$ cat src/core/adc_vol_regs.svh
// Purpose: offsets, field positions, reset values for the record-path register bank
// Assumes: byte addresses on a 32-bit APB, one register per aligned word
// Notes: index constants are the printed offsets; byte address is four times the index
`ifndef ADC_VOL_REGS_SVH
`define ADC_VOL_REGS_SVH

// ----------------------------------------------------------------
// register indices, byte address is four times the index
// ----------------------------------------------------------------
`define IDX_RVOL        8'h54
`define IDX_PHASE       8'h55
`define IDX_AGC1        8'h56
`define IDX_AGC2        8'h57
`define IDX_SSTEP       8'h60
`define IDX_STATUS      8'h61

// ----------------------------------------------------------------
// reset values and writable masks
// ----------------------------------------------------------------
`define RST_RVOL        8'h00
`define RST_PHASE       8'h00
`define RST_AGC1        8'h00
`define RST_AGC2        8'h00
`define RST_SSTEP       2'h0
`define MASK_RVOL       8'h7F
`define MASK_AGC1       8'hF3
`define MASK_AGC2       8'hFE

// ----------------------------------------------------------------
// field positions, volume limits and soft-step codes
// ----------------------------------------------------------------
`define AGC_EN_BIT      7
`define VOL_MIN         7'h68
`define VOL_MAX         7'h28
`define SSTEP_ONE       2'h0
`define SSTEP_TWO       2'h1
`define SSTEP_OFF       2'h2

`endif

$ cat src/core/adc_vol_pkg.sv
// Purpose: types for the record-path register bank
// Assumes: nothing
// Notes: constants live in adc_vol_regs.svh
package adc_vol_pkg;

	// ----------------------------------------------------------------
	// types
	// ----------------------------------------------------------------
	typedef logic [7:0] reg8_t;
	typedef enum logic [1:0] {PH_NONE, PH_DELAY_LEFT, PH_DELAY_RIGHT} phase_mode_e;

endpackage : adc_vol_pkg

$ cat src/core/adc_volume_phase_agc_regs.sv
// Purpose: APB register bank for right ADC volume, phase adjust and left AGC setup
// Assumes: APB master with 32-bit data, word clock strobe on the mclk domain
// Notes: zero-wait-state slave, pready high in every access phase
//
// What this block does
// - the 7-bit right volume is signed gain in half-dB steps, -12 dB (0x68) to +20 dB (0x28); the register stores any 7-bit code unclamped.
// - after reset the right volume is code 0, unity gain.
// - bit 7 of the right volume register reads zero and is written zero.
// - phase codes 0x80..0xFF delay left data against right.
// - phase code 0, the reset value, applies no relative delay.
// - phase codes 0x01..0x7F delay right data against left.
// - bit 7 of the first AGC register enables left AGC, reset 0.
// - the 3-bit target field selects the AGC regulation target level.
// - the 2-bit gain hysteresis field selects off, 0.5, 1.0 or 1.5 dB.
// - the 2-bit hysteresis in the second AGC register selects 1, 2, 4 dB or off.
// - the 5-bit noise threshold is gate-off at 0, else -30 dB falling 2 dB per code.
// - bits 3..2 of the first AGC register and bit 0 of the second read zero.
// - volume changes step one code per word clock, per two, or at once per soft-step control.
`timescale 1ns/100ps
`default_nettype none
`include "adc_vol_regs.svh"

module adc_volume_phase_agc_regs (
	// clock and reset
	input  wire logic        mclk,
	input  wire logic        rst_n,
	// apb slave
	input  wire logic        psel,
	input  wire logic        penable,
	input  wire logic        pwrite,
	input  wire logic [11:0] paddr,
	input  wire logic [31:0] pwdata,
	input  wire logic [3:0]  pstrb,
	output logic             pready,
	output logic [31:0]      prdata,
	output logic             pslverr,
	// word clock strobe from datapath
	input  wire logic        word_clk_stb,
	// settings to datapath
	output logic [6:0]       rvol_applied,
	output logic [1:0]       phase_mode,
	output logic [7:0]       phase_code,
	output logic             agc_enable,
	output logic [2:0]       agc_target,
	output logic [1:0]       agc_gain_hyst,
	output logic [1:0]       agc_hyst,
	output logic [4:0]       agc_noise_thr
);

	adc_vol_pkg::reg8_t rvol_ff;
	adc_vol_pkg::reg8_t phase_ff;
	adc_vol_pkg::reg8_t agc1_ff;
	adc_vol_pkg::reg8_t agc2_ff;
	logic [1:0]         sstep_ff;
	logic [6:0]         cur_vol_ff;
	logic               half_ff;
	logic [31:0]        nxt_prdata;
	logic               nxt_err;
	logic [6:0]         nxt_vol;
	logic               wr_en;
	logic               acc;

	// ----------------------------------------------------------------
	// helpers
	// ----------------------------------------------------------------
	function automatic logic [11:0] byte_addr(input logic [7:0] idx);
		byte_addr = {2'h0, idx, 2'h0};
	endfunction : byte_addr

	// signed half-dB code to an ordered value for compare
	function automatic logic signed [7:0] vol_sx(input logic [6:0] code);
		vol_sx = {code[6], code};
	endfunction : vol_sx

	assign acc   = psel && penable;
	assign wr_en = acc && pwrite && pstrb[0];

	// ----------------------------------------------------------------
	// register writes
	// ----------------------------------------------------------------
	// reset values and byte-lane-0 writes of all five registers
	always_ff @(posedge mclk or negedge rst_n) begin
		if (!rst_n) begin
			rvol_ff  <= `RST_RVOL;
			phase_ff <= `RST_PHASE;
			agc1_ff  <= `RST_AGC1;
			agc2_ff  <= `RST_AGC2;
			sstep_ff <= `RST_SSTEP;
		end else if (wr_en) begin
			if (paddr == byte_addr(`IDX_RVOL)) begin
				rvol_ff <= pwdata[7:0] & `MASK_RVOL;
			end else if (paddr == byte_addr(`IDX_PHASE)) begin
				phase_ff <= pwdata[7:0];
			end else if (paddr == byte_addr(`IDX_AGC1)) begin
				agc1_ff <= pwdata[7:0] & `MASK_AGC1;
			end else if (paddr == byte_addr(`IDX_AGC2)) begin
				agc2_ff <= pwdata[7:0] & `MASK_AGC2;
			end else if (paddr == byte_addr(`IDX_SSTEP)) begin
				sstep_ff <= pwdata[1:0];
			end
		end
	end

	// ----------------------------------------------------------------
	// read mux
	// ----------------------------------------------------------------
	always_comb begin
		nxt_prdata = 32'h0000_0000;
		nxt_err    = 1'b0;
		if (paddr == byte_addr(`IDX_RVOL)) begin
			nxt_prdata[7:0] = rvol_ff;
		end else if (paddr == byte_addr(`IDX_PHASE)) begin
			nxt_prdata[7:0] = phase_ff;
		end else if (paddr == byte_addr(`IDX_AGC1)) begin
			nxt_prdata[7:0] = agc1_ff;
		end else if (paddr == byte_addr(`IDX_AGC2)) begin
			nxt_prdata[7:0] = agc2_ff;
		end else if (paddr == byte_addr(`IDX_SSTEP)) begin
			nxt_prdata[1:0] = sstep_ff;
		end else if (paddr == byte_addr(`IDX_STATUS)) begin
			nxt_prdata[7:0] = {half_ff, cur_vol_ff};
		end else begin
			nxt_err = 1'b1;
		end
	end

	// pready/prdata/pslverr registered, valid in access phase
	always_ff @(posedge mclk or negedge rst_n) begin
		if (!rst_n) begin
			pready  <= 1'b0;
			prdata  <= 32'h0000_0000;
			pslverr <= 1'b0;
		end else begin
			pready  <= psel && !penable;
			prdata  <= (psel && !penable && !pwrite) ? nxt_prdata : 32'h0000_0000;
			pslverr <= psel && !penable && nxt_err;
		end
	end

	// ----------------------------------------------------------------
	// volume soft-step
	// ----------------------------------------------------------------
	// signed step toward target
	always_comb begin
		nxt_vol = cur_vol_ff;
		if (vol_sx(cur_vol_ff) < vol_sx(rvol_ff[6:0])) begin
			nxt_vol = 7'(cur_vol_ff + 7'h01);
		end else if (vol_sx(cur_vol_ff) > vol_sx(rvol_ff[6:0])) begin
			nxt_vol = 7'(cur_vol_ff - 7'h01);
		end
	end

	always_ff @(posedge mclk or negedge rst_n) begin
		if (!rst_n) begin
			cur_vol_ff <= 7'h00;
			half_ff    <= 1'b0;
		end else if (sstep_ff == `SSTEP_OFF || sstep_ff == 2'h3) begin
			cur_vol_ff <= rvol_ff[6:0];
			half_ff    <= 1'b0;
		end else if (word_clk_stb) begin
			half_ff <= !half_ff;
			if (sstep_ff == `SSTEP_ONE || half_ff) begin
				cur_vol_ff <= nxt_vol;
			end
		end
	end

	// ----------------------------------------------------------------
	// outputs to datapath
	// ----------------------------------------------------------------
	// phase direction decode
	always_ff @(posedge mclk or negedge rst_n) begin
		if (!rst_n) begin
			rvol_applied  <= 7'h00;
			phase_mode    <= adc_vol_pkg::PH_NONE;
			phase_code    <= 8'h00;
			agc_enable    <= 1'b0;
			agc_target    <= 3'h0;
			agc_gain_hyst <= 2'h0;
			agc_hyst      <= 2'h0;
			agc_noise_thr <= 5'h00;
		end else begin
			rvol_applied  <= cur_vol_ff;
			phase_code    <= phase_ff;
			if (phase_ff == 8'h00) begin
				phase_mode <= adc_vol_pkg::PH_NONE;
			end else if (phase_ff[7]) begin
				phase_mode <= adc_vol_pkg::PH_DELAY_LEFT;
			end else begin
				phase_mode <= adc_vol_pkg::PH_DELAY_RIGHT;
			end
			agc_enable    <= agc1_ff[`AGC_EN_BIT];
			agc_target    <= agc1_ff[6:4];
			agc_gain_hyst <= agc1_ff[1:0];
			agc_hyst      <= agc2_ff[7:6];
			agc_noise_thr <= agc2_ff[5:1];
		end
	end

	// ----------------------------------------------------------------
	// checks
	// ----------------------------------------------------------------
	a_rvol_bit7_zero: assert property (@(posedge mclk) disable iff (!rst_n)
		!rvol_ff[7]) else $error("volume bit 7 set");

	a_agc_resv_zero: assert property (@(posedge mclk) disable iff (!rst_n)
		(agc1_ff[3:2] == 2'h0) && !agc2_ff[0]) else $error("agc reserved bits set");

	a_phase_left: assert property (@(posedge mclk) disable iff (!rst_n)
		phase_ff[7] |=> phase_mode == adc_vol_pkg::PH_DELAY_LEFT)
		else $error("left delay not selected");

	a_phase_none: assert property (@(posedge mclk) disable iff (!rst_n)
		phase_ff == 8'h00 |=> phase_mode == adc_vol_pkg::PH_NONE)
		else $error("no-delay not selected");

	a_phase_right: assert property (@(posedge mclk) disable iff (!rst_n)
		(phase_ff != 8'h00 && !phase_ff[7]) |=> phase_mode == adc_vol_pkg::PH_DELAY_RIGHT)
		else $error("right delay not selected");

	a_agc_enable: assert property (@(posedge mclk) disable iff (!rst_n)
		wr_en && paddr == byte_addr(`IDX_AGC1) |=> ##1 agc_enable == $past(pwdata[7], 2))
		else $error("agc enable not applied");

	a_vol_write: assert property (@(posedge mclk) disable iff (!rst_n)
		wr_en && paddr == byte_addr(`IDX_RVOL) |=> rvol_ff[6:0] == $past(pwdata[6:0]))
		else $error("volume write lost");

	a_step_off: assert property (@(posedge mclk) disable iff (!rst_n)
		sstep_ff == `SSTEP_OFF |=> cur_vol_ff == $past(rvol_ff[6:0]))
		else $error("immediate volume not applied");

	a_step_one: assert property (@(posedge mclk) disable iff (!rst_n)
		!word_clk_stb && sstep_ff != `SSTEP_OFF && sstep_ff != 2'h3 |=> $stable(cur_vol_ff))
		else $error("volume moved without word clock");

	a_noise_thr: assert property (@(posedge mclk) disable iff (!rst_n)
		wr_en && paddr == byte_addr(`IDX_AGC2) |=> ##1 agc_noise_thr == $past(pwdata[5:1], 2))
		else $error("noise threshold not applied");

endmodule : adc_volume_phase_agc_regs
`default_nettype wire

$ cat config.mk
export PLATFORM = sky130hd
export DESIGN_NAME = adc_volume_phase_agc_regs
export DESIGN_NICKNAME = d
export VERILOG_FILES = /design/src/core/adc_vol_pkg.sv /design/src/core/adc_volume_phase_agc_regs.sv
export VERILOG_INCLUDE_DIRS = /design/src /design/src/core
export SDC_FILE = /design/constraint.sdc
export NUM_CORES = 1
export LEC_CHECK = 0
export ABC_AREA = 1
export CAP_MARGIN = 5
export CORE_MARGIN = 1.5
export CORE_UTILIZATION = 55
export DETAILED_ROUTE_END_ITERATION = 10
export DONT_BUFFER_PORTS = 1
export PLACE_DENSITY = 0.7
export SYNTH_ARGS = -nofsm -noshare
export SYNTH_HDL_FRONTEND = slang
export SYNTH_SLANG_ARGS = --single-unit
export TNS_END_PERCENT = 10
$ cat constraint.sdc
create_clock -name mclk -period 2.9 [get_ports mclk]
set_clock_uncertainty 0.05 [all_clocks]
set_input_delay 0.58 -clock mclk [delete_from_list [all_inputs] [get_ports mclk]]
set_output_delay 0.58 -clock mclk [all_outputs]
set_load 0.05 [all_outputs]
==> summary.txt <==
Outcome
  • Status: finished, final reports clean

Yosys
  • Netlist cell types: 34
  • Syn Area/Cell: 8.86 um2
  • Post-synthesis register bit count: slightly below 80
  • Synthesized area: 0.00361 mm2
  • Synth async-reset ratio: 1.00
  • Post-Synthesis Cells: 408
  • Post-synth EDFFs: 0
  • Warnings, synthesis: 0
  • Register area share after synthesis: 0.540
  • Ys flop type: dfrtp_1

Power
  • Logic pwr share: 0.339
  • Seq pwr share: 0.406
  • Maximum VDD drop: 0.000771 V
  • Cell Pwr Density: 923 mW/mm2
  • Clock Power Share: 0.256
  • Switching part of the total: 0.411
  • LEAKAGE: 2.00 nW
  • Internal power: 0.00210 W
  • Switching pwr: 0.00147 W

Critical path
  • WP data required: 3.09 ns
  • Flop2flop setup slack: approximately 0.34 ns
  • Crit path DAT: approximately 2.8 ns
  • Crit path kind: reg -> reg
  • Reg2Reg Capture Point: cur_vol_ff[4]
  • Setup crit start kind: flip-flop
  • R2R cell count: 19
  • Crit Path Max Fanout: 5
  • Worst r2r src: cur_vol_ff[6]
  • CP endpoint kind: flip-flop

Final layout
  • # diodes: 0
  • Post-route insts no fill: 497
  • Nets: 477
  • Share of cells above drive strength 1: 0.0786
  • Layout area overhead: 7.17%

Clocking
  • TritonCTS Buffers: 9
  • Root Driver: clkbuf_8
  • Sink Count: just under 80
  • Post-CTS Setup Inserts: 0
  • Clk buf depth: 2
  • Clk slew on worst S/H paths: approximately 0.08 ns
  • H-tree lvl count: 3
  • Clk_lat worst skew: 0.35 ns
  • TritonCTS clock tree: built

STA
  • Final max-slew violation count: 0
  • Hold_ws: 0.0652 ns
  • Final Hold Vio Count: 0
  • Setup violators final: 0
  • Final TNS setup: 0 ns
  • Crit share post-route: 0.882
  • RSZ-0062 raised after global routing: false
  • Headroom to the max-slew limit: 0.624
  • Fmax achieved: just under 400 MHz
  • Clock period minus worst slack: 2.56 ns
  • Least-Margin Pin Slew: ~0.56 ns

Global routing
  • Vias in the first global route: 2547
  • Largest net degree at the start of global routing: 79
  • First-pass GRT wire length: 12900 um
  • GRT Util Overall: 0.240
  • Initial antenna violation count: 0
  • Grt ovf: 0

Routing
  • First-pass detailed-route iteration total: 5
  • Mean routed wirelength per cell: 15.8 um
  • Vias/cell: 5.47
  • Via Count: 2720
  • Post-route DRC: 0
  • Final ANT Viol Nets: 0
  • Total Wirelength: 7830 um
  • DR iter-0 viols: ~230

Placement
  • Placed insts: 480
  • Dpl hpwl: roughly 5700 um
  • GPL Wtd Cong: 0.921
  • IO buf count: 0

Job
  • Max capacitance violation total: 0

Floorplan
  • Die Area: 0.00707 mm2
  • Die W: 84.1 um
  • Number of I/O pins: approximately 120
  • FP Rows: 29
  • Core box area: roughly 0.0063 mm2
  • Starting density of the core: 0.569
  • Vert. Die Dim: roughly 84 um

Hold path
  • Worst Hold Class: in -> async
[logic make-up after synthesis]
| kind of cell | synth area share |
|---|---|
| simple gates | 0.190 |
| buf+inv | 0.110 |
| compound gates | 0.123 |
| flops | 0.540 |
| fa+ha+maj | 0.0277 |
| xor+xnor | 0.00485 |
| other cells | 0.00104 |
| mux | 0.00312 |
[registers in the layout, summed over array words and instances, names as in the netlist]
register and cells:
prdata 8, cur_vol_ff 7, agc_enable 1, half_ff 1
agc_gain_hyst 2, agc2_ff 7, pready 1, agc1_ff 6
rvol_applied 7, agc_noise_thr 5, phase_ff 8, sstep_ff 2
agc_hyst 2, phase_code 8, agc_target 3, pslverr 1
rvol_ff 7, phase_mode 2
[cell type report]
| cell class | count | area, um2 |
|---|---|---|
| tap | 77 | 96.3 |
| fill | 569 | 2480 |
| timing repair buffer | 3 | 42.5 |
| inverter | 51 | 191 |
| clock inverter | 7 | 103 |
| sequential | 78 | 1950 |
| multi-input combinational | 272 | 1360 |
| clock buffer | 9 | 124 |
[how the worst max path moves through the flow]
| stage | start | to | slack (ns) | depth (start not counted) |
|---|---|---|---|---|
| floorplan | cur_vol_ff[6] | cur_vol_ff[6] | 0.65 | 18 |
| global placement | cur_vol_ff[6] | cur_vol_ff[6] | 0.34 | 19 |
| finish | cur_vol_ff[6] | cur_vol_ff[4] | 0.34 | 19 |
| global route | cur_vol_ff[6] | cur_vol_ff[6] | 0.02 | 19 |
| CTS | cur_vol_ff[6] | cur_vol_ff[4] | 0.29 | 19 |
| detailed placement | cur_vol_ff[6] | cur_vol_ff[6] | 0.31 | 19 |
[per-stage QoR]
| stage | power, W | cell area [um2] | util | setup WS (ns) |
|---|---|---|---|---|
| 6_report | 0.00358 | 3870 | 0.610 | 0.343 |
| 5_1_grt | 0.00384 | 3870 | 0.610 | 0.0194 |
| 3_3_place_gp | 0.00262 | 3610 | 0.568 | 0.337 |
| 2_1_floorplan | 0.00241 | 3700 | - | 0.646 |
| 4_1_cts | 0.00359 | 3860 | 0.608 | 0.294 |
| 3_5_place_dp | 0.00265 | 3610 | 0.568 | 0.311 |
[worst max-delay path, cell delays in order, from the launching register on]
cell and delay, ns:
dfrtp_1 0.47, ha_4 0.33, nand2_1 0.07, nor2_1 0.16, nand2_1 0.11, nand2_1 0.09, nand2_1 0.10, nand2_1 0.12
nand2_1 0.06, nand2_1 0.09, inv_1 0.05, ha_1 0.17, inv_1 0.05, nand2_1 0.10, nand2_1 0.11, nand2_1 0.05
nand2_1 0.06, nand3_1 0.08, nand2_1 0.07, o21ai_1 0.05
[placed cells by master (no fill, tap or decap), drive strengths merged, types with 2 or more instances in the layout]
master,count
o211ai,5
buf,3
nand4,6
nand2,100
o221ai,3
dfrtp,78
clkbuf,9
ha,8
conb,24
nor2,23
o21ai,42
nor4,2
nand3,22
o41ai,2
inv,54
nor3,4
a221oi,3
clkinv,2
a21oi,20
bufinv,2
[metal layers]
metal  vias up  part of all wire  GRT usage
li1       1305                 -          -
met1      1272              0.46      0.344
met2       127              0.44      0.351
met3        16             0.074     0.0623
met4         0             0.021     0.0909
met5         -                 0          0
[power by group through the flow]
stage               clock network, W  logic, W  registers, W
floorplan                          0  0.000950       0.00146
global placement                   0   0.00115       0.00147
detailed placement                 0   0.00117       0.00147
CTS                         0.000935   0.00120       0.00145
global route                0.000982   0.00139       0.00147
finish                      0.000914   0.00121       0.00145
[cells in the mapped netlist, types with 2 or more instances]
cell type,number,area (um2)
nor2_1,20,75.1
nand2_2,5,31.3
buf_4,24,180
o41ai_1,2,17.5
buf_2,2,10.0
nand3_1,21,105
nand4_1,6,37.5
nor3_1,4,20.0
nor2_2,3,18.8
nor4_1,2,12.5
inv_1,50,188
clkbuf_1,4,15.0
o221ai_1,3,26.3
o21ai_0,41,205
a21oi_1,19,95.1
o211ai_1,5,37.5
nand2_1,94,353
ha_1,8,100
a221oi_1,3,26.3
dfrtp_1,78,1950
[repair_timing]
action                     in CTS  in global routing
hold endpoints to repair       78                  0
setup endpoints to repair       0                  3
hold buffers                    1                  0
gates resized for setup         0                  1
Power figures use the tool's default switching activity.
